$ cat src/include/irq_state_defs.vh
`ifndef IRQ_STATE_DEFS_VH
`define IRQ_STATE_DEFS_VH

`define NIRQ            8
`define NIRQ_W          3
`define PRIO_W          4
`define PRIO_NONE       4'hf
`define IRQ_ID_W        9
`define IRQ_ID_MAX      9'h0ef
`define ADDR_W          12
`define ACTIVE_OFS      12'h000
`define PRIO_OFS        12'h100
`define PRIO_OFS_END    12'h104
`define TRIG_OFS        12'he00
`define ENABLE_OFS      12'h010
`define PEND_OFS        12'h014
`define PEND_CLR_OFS    12'h018
`define LEVEL_OFS       12'h01c
`define CTRL_OFS        12'h020
`define TAKE_OFS        12'h024
`define CTRL_UNPRIV_BIT 0
`define TAKE_RET_BIT    8
`define TAKE_VALID_BIT  31
`define BEST_OFS        12'h028
`define WORD_LSB        2
`define PRIO_BYTE_W     8
`define PRIO_LO_W       4
`define PRIO_LANES      4
`define PRIO_WORD_BIT   2
`define IRQ_ID_LIMIT    9'h008

`endif

$ cat src/hw/irq_state_priority_trigger.v
// Function
// - active flag reads 1 when interrupt is active or active-and-pending
// - one 8-bit priority field per interrupt, four per word, byte access
// - lower priority value wins arbitration
// - only priority bits 7:4 stored; bits 3:0 read zero, writes dropped
// - interrupt N priority in word N/4, byte N mod 4; only the word at 0x100 is decoded, so interrupts 4..7 keep priority 0
// - trigger write pends interrupt named in 9-bit id, valid 0..7
// - unprivileged trigger writes honoured only when permission bit set
// - request lines sampled every clock, pulses latched as pending
// - level: line high while not active makes interrupt pending
// - rising edge on line makes interrupt pending
// - service entry clears pending and sets active
// - level: on return, pending if line high else inactive
// - pulse during service: pending and active, pending after return
// - pulse with no new pulse: inactive after return
// - clear-pending on level with line high leaves state unchanged
// - clear-pending on pulse: pending to inactive, active-pending to active
// - pending capture works while disabled
// - only enabled pending interrupts are offered, by priority
// - clear-pending never alters active state
//
// Our own choice: the Avalon-MM register port.
`timescale 1ns/10ps
`include "irq_state_defs.vh"
module irq_state_priority_trigger (
    input  wire                  mclk,
    input  wire                  nrst,
    input  wire [`ADDR_W-1:0]    address,
    input  wire                  read,
    input  wire                  write,
    input  wire [31:0]           writedata,
    input  wire [3:0]            byteenable,
    input  wire                  privileged,
    output reg  [31:0]           readdata,
    output reg                   waitrequest,
    input  wire [`NIRQ-1:0]      irq_req,
    output reg                   irq_avail,
    output reg  [`NIRQ_W-1:0]    irq_best,
    output reg  [`NIRQ-1:0]      active_out
);

    reg               rst_s1_r;
    reg               rst_s2_r;
    wire              rst_n = rst_s2_r;

    always @(posedge mclk or negedge nrst) begin
        if (!nrst) begin
            rst_s1_r <= 1'b0;
            rst_s2_r <= 1'b0;
        end else begin
            rst_s1_r <= 1'b1;
            rst_s2_r <= rst_s1_r;
        end
    end

    // three-stage sampling of asynchronous request pins
    reg  [`NIRQ-1:0]  req_s1_r;
    reg  [`NIRQ-1:0]  req_s2_r;
    reg  [`NIRQ-1:0]  req_s3_r;
    reg  [`NIRQ-1:0]  req_lvl_r;
    wire [`NIRQ-1:0]  req_agree = ~(req_s2_r ^ req_s3_r);
    wire [`NIRQ-1:0]  req_lvl_nxt = (req_agree & req_s2_r) | (~req_agree & req_lvl_r);
    wire [`NIRQ-1:0]  req_rise = req_lvl_nxt & ~req_lvl_r;

    reg  [`NIRQ-1:0]      pend_r;
    reg  [`NIRQ-1:0]      act_r;
    reg  [`NIRQ-1:0]      en_r;
    reg  [`NIRQ-1:0]      level_r;
    reg                   unpriv_r;
    reg  [`PRIO_W-1:0]    prio_r [0:`NIRQ-1];

    reg  [`NIRQ-1:0]      pend_nxt;
    reg  [`NIRQ-1:0]      act_nxt;
    reg  [`NIRQ-1:0]      take_set;
    reg  [`NIRQ-1:0]      ret_set;
    reg  [`NIRQ-1:0]      clr_set;
    reg  [`NIRQ-1:0]      sw_set;
    reg  [31:0]           rdata_nxt;
    reg                   best_ok;
    reg  [`NIRQ_W-1:0]    best_idx;
    reg  [`PRIO_W-1:0]    best_prio;
    integer               i;
    integer               ia;
    integer               ir;
    integer               ip;

    function [`NIRQ-1:0] onehot;
        input [`NIRQ_W-1:0] n;
        begin
            onehot = {{(`NIRQ-1){1'b0}}, 1'b1} << n;
        end
    endfunction

    function is_reg;
        input [`ADDR_W-1:0] a;
        input [`ADDR_W-1:0] ofs;
        begin
            is_reg = (a == ofs);
        end
    endfunction

    // stored nibble widened to a byte lane, low bits fixed at zero
    function [`PRIO_BYTE_W-1:0] prio_lane;
        input [`PRIO_W-1:0] p;
        begin
            prio_lane = {p, {(`PRIO_BYTE_W-`PRIO_W){1'b0}}};
        end
    endfunction

    function [`NIRQ_W-1:0] prio_idx;
        input       hi_word;
        input [1:0] lane;
        begin
            prio_idx = {hi_word, lane};
        end
    endfunction

    // waitrequest drops in the cycle after the request; a write lands at the
    // edge where the master sees it low, so both sides agree on one edge
    wire               acc      = (read | write) & waitrequest;
    wire               wr_acc   = write & ~waitrequest;
    wire [`ADDR_W-1:0] word_a   = {address[`ADDR_W-1:`WORD_LSB], {`WORD_LSB{1'b0}}};
    wire               prio_hit = (word_a >= `PRIO_OFS) && (word_a < `PRIO_OFS_END);

    always @* begin
        take_set = {`NIRQ{1'b0}};
        ret_set  = {`NIRQ{1'b0}};
        if (wr_acc && is_reg(word_a, `TAKE_OFS)) begin
            if (writedata[`TAKE_RET_BIT])
                ret_set = onehot(writedata[`NIRQ_W-1:0]);
            else
                take_set = onehot(writedata[`NIRQ_W-1:0]);
        end
    end

    always @* begin
        clr_set = {`NIRQ{1'b0}};
        if (wr_acc && is_reg(word_a, `PEND_CLR_OFS))
            clr_set = writedata[`NIRQ-1:0];
    end

    // ids past the implemented range are dropped without a trace
    wire               trig_priv_ok = privileged | unpriv_r;
    wire               trig_id_ok   = (writedata[`IRQ_ID_W-1:0] < `IRQ_ID_LIMIT);
    wire               trig_hit     = wr_acc & is_reg(word_a, `TRIG_OFS) & trig_priv_ok & trig_id_ok;
    wire               set_hit      = wr_acc & is_reg(word_a, `PEND_OFS);

    always @* begin
        sw_set = {`NIRQ{1'b0}};
        if (trig_hit)
            sw_set = onehot(writedata[`NIRQ_W-1:0]);
        if (set_hit)
            sw_set = sw_set | writedata[`NIRQ-1:0];
    end

    always @* begin
        for (i = 0; i < `NIRQ; i = i + 1) begin
            pend_nxt[i] = pend_r[i];
            act_nxt[i]  = act_r[i];
            if (take_set[i]) begin
                pend_nxt[i] = 1'b0;
                act_nxt[i]  = 1'b1;
            end
            if (ret_set[i]) begin
                act_nxt[i] = 1'b0;
                if (level_r[i])
                    pend_nxt[i] = req_lvl_r[i];
                // pulse keeps its pending bit
            end
            if (clr_set[i]) begin
                if (!(level_r[i] && req_lvl_r[i]))
                    pend_nxt[i] = 1'b0;
            end
            // hardware sets win over clears; enable not consulted
            if (level_r[i] && req_lvl_nxt[i] && !act_nxt[i])
                pend_nxt[i] = 1'b1;
            if (req_rise[i])
                pend_nxt[i] = 1'b1;
            if (sw_set[i])
                pend_nxt[i] = 1'b1;
        end
    end

    // a candidate must be both pending and enabled
    wire [`NIRQ-1:0]   cand = pend_r & en_r;

    function beats;
        input [`PRIO_W-1:0] p;
        input [`PRIO_W-1:0] q;
        begin
            beats = (p <= q);
        end
    endfunction

    // scanning down from the top lets the lowest number claim ties
    always @* begin
        best_ok   = 1'b0;
        best_idx  = {`NIRQ_W{1'b0}};
        best_prio = `PRIO_NONE;
        for (ia = `NIRQ - 1; ia >= 0; ia = ia - 1) begin
            if (cand[ia] && (!best_ok || beats(prio_r[ia], best_prio))) begin
                best_ok   = 1'b1;
                best_idx  = ia[`NIRQ_W-1:0];
                best_prio = prio_r[ia];
            end
        end
    end

    always @* begin
        rdata_nxt = 32'h0000_0000;
        if (prio_hit) begin
            for (ir = 0; ir < `PRIO_LANES; ir = ir + 1)
                rdata_nxt[ir*`PRIO_BYTE_W +: `PRIO_BYTE_W] =
                    prio_lane(prio_r[prio_idx(word_a[`PRIO_WORD_BIT], ir[1:0])]);
        end else begin
            case (word_a)
                `ACTIVE_OFS: rdata_nxt[`NIRQ-1:0] = act_r;
                `ENABLE_OFS: rdata_nxt[`NIRQ-1:0] = en_r;
                `PEND_OFS,
                `PEND_CLR_OFS: rdata_nxt[`NIRQ-1:0] = pend_r;
                `LEVEL_OFS: rdata_nxt[`NIRQ-1:0] = level_r;
                `CTRL_OFS: rdata_nxt[`CTRL_UNPRIV_BIT] = unpriv_r;
                `BEST_OFS: rdata_nxt = {best_ok, 28'h0000000, best_idx};
                default: rdata_nxt = 32'h0000_0000;
            endcase
        end
    end

    always @(posedge mclk or negedge rst_n) begin
        if (!rst_n) begin
            req_s1_r  <= {`NIRQ{1'b0}};
            req_s2_r  <= {`NIRQ{1'b0}};
            req_s3_r  <= {`NIRQ{1'b0}};
            req_lvl_r <= {`NIRQ{1'b0}};
        end else begin
            req_s1_r  <= irq_req;
            req_s2_r  <= req_s1_r;
            req_s3_r  <= req_s2_r;
            req_lvl_r <= req_lvl_nxt;
        end
    end

    always @(posedge mclk or negedge rst_n) begin
        if (!rst_n) begin
            pend_r <= {`NIRQ{1'b0}};
            act_r  <= {`NIRQ{1'b0}};
        end else begin
            pend_r <= pend_nxt;
            act_r  <= act_nxt;
        end
    end

    // outputs registered so the core sees clean levels
    always @(posedge mclk or negedge rst_n) begin
        if (!rst_n) begin
            irq_avail  <= 1'b0;
            irq_best   <= {`NIRQ_W{1'b0}};
            active_out <= {`NIRQ{1'b0}};
        end else begin
            irq_avail  <= best_ok;
            irq_best   <= best_idx;
            active_out <= act_nxt;
        end
    end

    // waitrequest high by default; low for one cycle to end an access
    always @(posedge mclk or negedge rst_n) begin
        if (!rst_n) begin
            waitrequest <= 1'b1;
            readdata    <= 32'h0000_0000;
        end else begin
            waitrequest <= ~acc;
            if (acc && read)
                readdata <= rdata_nxt;
        end
    end

    // a lane without its byteenable keeps the old field
    always @(posedge mclk or negedge rst_n) begin
        if (!rst_n) begin
            for (ip = 0; ip < `NIRQ; ip = ip + 1)
                prio_r[ip] <= {`PRIO_W{1'b0}};
        end else if (wr_acc && prio_hit) begin
            for (ip = 0; ip < `PRIO_LANES; ip = ip + 1)
                if (byteenable[ip])
                    prio_r[prio_idx(word_a[`PRIO_WORD_BIT], ip[1:0])] <=
                        writedata[ip*`PRIO_BYTE_W+`PRIO_LO_W +: `PRIO_W];
        end
    end

    always @(posedge mclk or negedge rst_n) begin
        if (!rst_n)
            en_r <= {`NIRQ{1'b0}};
        else if (wr_acc && is_reg(word_a, `ENABLE_OFS))
            en_r <= writedata[`NIRQ-1:0];
    end

    always @(posedge mclk or negedge rst_n) begin
        if (!rst_n)
            level_r <= {`NIRQ{1'b0}};
        else if (wr_acc && is_reg(word_a, `LEVEL_OFS))
            level_r <= writedata[`NIRQ-1:0];
    end

    // only privileged code may open the trigger to unprivileged writers
    always @(posedge mclk or negedge rst_n) begin
        if (!rst_n)
            unpriv_r <= 1'b0;
        else if (wr_acc && is_reg(word_a, `CTRL_OFS) && privileged)
            unpriv_r <= writedata[`CTRL_UNPRIV_BIT];
    end

endmodule

$ cat config.mk
export PLATFORM = sky130hd
export DESIGN_NAME = irq_state_priority_trigger
export DESIGN_NICKNAME = d
export VERILOG_FILES = /design/src/hw/irq_state_priority_trigger.v
export VERILOG_INCLUDE_DIRS = /design/src /design/src/include
export SDC_FILE = /design/constraint.sdc
export NUM_CORES = 1
export LEC_CHECK = 0
export BUFFER_PORTS_ARGS = -buffer_cell sky130_fd_sc_hd__buf_4
export CORE_MARGIN = 2
export CORE_UTILIZATION = 45
export CTS_BUF_LIST = sky130_fd_sc_hd__clkbuf_8
export DETAILED_ROUTE_END_ITERATION = 8
export PLACE_DENSITY = 0.66
export SLEW_MARGIN = 5
export SYNTH_ARGS = -nofsm -noshare
export SYNTH_HDL_FRONTEND = slang
export SYNTH_SLANG_ARGS = --single-unit
$ cat constraint.sdc
create_clock -name mclk -period 4.5 [get_ports mclk]
set_input_delay 0.225 -clock mclk [delete_from_list [all_inputs] [get_ports mclk]]
set_output_delay 0.225 -clock mclk [all_outputs]
set_load 0.03 [all_outputs]
==> results.sh <==
export IMPL_fp_dieH_um=127
export IMPL_dr_first_iter_drc_count=567
export IMPL_drcViolationCount=0
export IMPL_dr_pass1_iters=9
export IMPL_hold_path_class="primary input to flop"
export IMPL_async_flop_share_pct=100
export IMPL_antenna_found_initial=0
export IMPL_startpoint="en_r[7]"
export IMPL_critPathCaptureType="flop"
export IMPL_path_clk_slew_ns=0.08
export IMPL_clock_latency_ns=0.46
export IMPL_start_util_pct=45.5
export IMPL_crit_required_ns=4.88
export IMPL_hold_path_startpoint="writedata[30]"
export IMPL_grt_max_degree=51
export IMPL_p_leak_nw=4.47
export IMPL_arrival_ns=10.78
export IMPL_clock_skew_ns=0.0105
export IMPL_hold_violations=0
export IMPL_grt_pass1_wl_um=33300
export IMPL_place_gp_congestion=0.974
export IMPL_clockBufferDepth=2
export IMPL_ios=106
export IMPL_grt_use_met1_pct=32.9
export IMPL_ys_types=74
export IMPL_die_area_um2=16200
export IMPL_hold_slack_ns=0.0133
export IMPL_post_route_cells_drive_above_1_share_pct=37.7
export IMPL_power_density_nw_per_um2=259
export IMPL_die_w_um=127
export IMPL_row_count=45
export IMPL_path_class="flop to flop"
export IMPL_wirelength_um=20700
export IMPL_fmax_mhz=96.1
export IMPL_postRouteAntennaNets=0
export IMPL_use_met2_pct=45.2
export IMPL_nFillCells=1204
export IMPL_use_met3_pct=4.65
export IMPL_synth_cells=710
export IMPL_via_per_inst=5.76
export IMPL_seqCellArea_um2=3110
export IMPL_finalCritPeriodShare_pct=231
export IMPL_overflow=0
export IMPL_critPathSlowestCell="or4_1"
export IMPL_critPathCapture="readdata[1]"
export IMPL_io_buffers=80
export IMPL_grt_pass1_vias=6594
export IMPL_area_delta_synth_final_pct=38.7
export IMPL_routedWlPerCell_um=18.5
export IMPL_critPathMaxStageDelay_ns=0.49
export IMPL_fp_coreArea_um2=15000
export IMPL_grt_usage_pct=26.2
export IMPL_reg2reg_depth=62
export IMPL_p_total_w=0.00246
export IMPL_root_buffer="clkbuf_8"
export IMPL_synth_edff_count=0
export IMPL_cts_buffers=17
export IMPL_cts_tree="built"
export IMPL_num_vias=6428
export IMPL_path_max_fanout=7
export IMPL_setup_violations=6
export IMPL_outcome="complete, but fails checks"
export IMPL_synth_warnings=0
export IMPL_clock_sinks=124
export IMPL_timing_final_crit_period_ns=10.41
export IMPL_htree_levels=4
export IMPL_num_antenna_cells=0
export IMPL_tightest_slew_ns=1.19
export IMPL_max_cap_violations=0
export IMPL_r2r_start="en_r[7]"
export IMPL_peakVddDrop_uv=217
export IMPL_seq_area_frac_synth_pct=45.4
export IMPL_fin_nets=999
export IMPL_setup_ws_ns=-5.91
export IMPL_ys_flop_type="dfrtp_1"
export IMPL_multi_input_area_um2=3850
export IMPL_avgSynthCellArea_um2=9.63
export IMPL_rrSetupSlack_ns=-5.91
export IMPL_grt_setup_unrepaired="true"
export IMPL_failed_checks="negative setup slack"
export IMPL_r2r_end="readdata[1]"
export IMPL_place_hpwl_um=14600
export IMPL_relSlewSlack_pct=20.3
export IMPL_crit_top_cell="nand2_1"
export IMPL_top_usage_layer="met2"
export IMPL_drv_slew=0
export IMPL_syn_area_um2=6840
export IMPL_critPathLaunchType="flop"
export IMPL_ys_ff_latch=124
==> per-stage QoR <==
stage	TNS (ns)	area (um2)	cells	setup slack [ns]	utilization, %
after floorplan	-32.12	7010	721	-5.55	-
after global placement	-31.77	8390	1042	-5.39	55.8
after detailed placement	-34.60	8390	1042	-5.86	55.8
after CTS	-34.09	9260	1111	-5.80	61.6
after global routing	-38.19	9490	1116	-6.50	63.1
final	-34.70	9490	1116	-5.91	63.1
==> critical path, delay by kind of cell, from the launching register on <==
kind,cells,cell delay (ns)
AO/OA/AOI/OAI,27,4.18
adder cells (fa/ha/maj),7,1.78
buffers and inverters,3,0.32
flip-flops,1,0.43
multiplexers,1,0.35
AND/OR/NAND/NOR,24,3.27
==> layout by cell type, fill, tap and decap left out, types with 14 or more instances in the layout <==
cell	n
nor2_1	48
dfrtp_1	122
mux2i_1	25
dlygate4sd3_1	20
nand2_1	69
o31ai_1	14
inv_1	28
o21ai_0	35
buf_4	207
clkbuf_8	19
mux2_2	25
a21oi_1	30
==> final cells by class <==
type                            instances  share of cell area [%]
Clock buffer                           19                    2.76
Timing Repair Buffer                  230                    18.8
Multi-Input combinational cell        513                    40.5
Inverter                               29                    1.15
Clock inverter                         13                    1.48
Sequential cell                       124                    32.8
Tap cell                              188                    2.48
==> layer usage <==
metal  routed length [um]  part of all wire [%]
met5                    0                     0
met4                  699                   3.4
met3                 1520                   7.4
met2                10000                    49
met1                 8420                    41
==> Yosys cell counts, types with 3 or more instances <==
master | count | share of area (%)
a21o_1 | 9 | 0.99
o2111ai_1 | 4 | 0.51
a21oi_1 | 38 | 2.8
nor2_1 | 55 | 3.0
nor2b_1 | 17 | 1.6
a211oi_1 | 8 | 0.88
mux2i_1 | 25 | 3.7
o31ai_1 | 15 | 1.6
mux2_2 | 30 | 4.9
buf_4 | 12 | 1.3
nand2b_1 | 8 | 0.73
o21ai_1 | 3 | 0.22
inv_1 | 29 | 1.6
nand2_1 | 71 | 3.9
o21a_1 | 5 | 0.55
and2_1 | 6 | 0.55
o21ai_0 | 44 | 3.2
ha_1 | 23 | 4.2
o22ai_1 | 6 | 0.55
or2_2 | 4 | 0.37
a32oi_1 | 6 | 0.77
clkbuf_1 | 36 | 2.0
nand4_1 | 6 | 0.55
a221oi_1 | 10 | 1.3
a31oi_1 | 12 | 1.1
o221ai_1 | 3 | 0.38
buf_1 | 3 | 0.16
o311ai_0 | 3 | 0.38
nor3_1 | 8 | 0.59
or3_1 | 3 | 0.27
nand3_1 | 15 | 1.1
dfrtp_1 | 123 | 45
o211ai_1 | 5 | 0.55
maj3_1 | 7 | 1.0
and3_1 | 3 | 0.27
o31a_1 | 3 | 0.38
==> cells by family (layout without fill, tap and decap cells) <==
| logic type | Yosys count | after routing | share of synthesized area [%] |
|---|---|---|---|
| AOI/OAI and AO/OA | 197 | 197 | 19.6 |
| xor gates and xnor gates | 1 | 1 | 0.128 |
| adders and majority gates | 30 | 30 | 5.23 |
| buffers and inverters | 84 | 291 | 5.43 |
| DFF | 124 | 124 | 45.4 |
| muxes | 55 | 55 | 8.60 |
| other | 2 | 13 | 0.110 |
| and+or+nand+nor | 217 | 217 | 15.5 |
==> where the power goes <==
group | leakage [nW] | switching [W] | internal [W]
clock network | 0.200 | 0.000488 | 0.000523
registers | 1.56 | 0.0000280 | 0.00114
logic | 2.71 | 0.000156 | 0.000121
total | 4.47 | 0.000672 | 0.00179
==> repair_timing <==
| item | CTS | global route |
|---|---|---|
| setup buffers | 19 | 5 |
| pin swaps | 41 | 35 |
| resized for setup | 31 | 40 |
| hold buffers | 20 | 0 |
| hold endpoints to repair | 20 | 0 |
| setup endpoints to repair | 6 | 6 |
==> worst min path at each step <==
stage,slack (ns),cells after the start,end
2_1_floorplan,-0.07,0,rst_n
4_1_cts,0.002,2,prio_r[18]
3_5_place_dp,0.008,1,rst_s1_r
3_3_place_gp,0.008,1,rst_s1_r
5_1_grt,-0.002,2,prio_r[18]
6_report,0.01,2,prio_r[18]
==> flip-flops by register name, indices dropped and copies added, names as in the netlist, 3 cells and up <==
signal and flops:
req_s1_r 8, req_s3_r 8, readdata 20, pend_r 8, req_s2_r 8, level_r 8, beats.p 4, req_lvl_r 8
prio_r 28, active_out 8, irq_best 3, en_r 8
No activity file was read; power rests on OpenSTA's default activity.
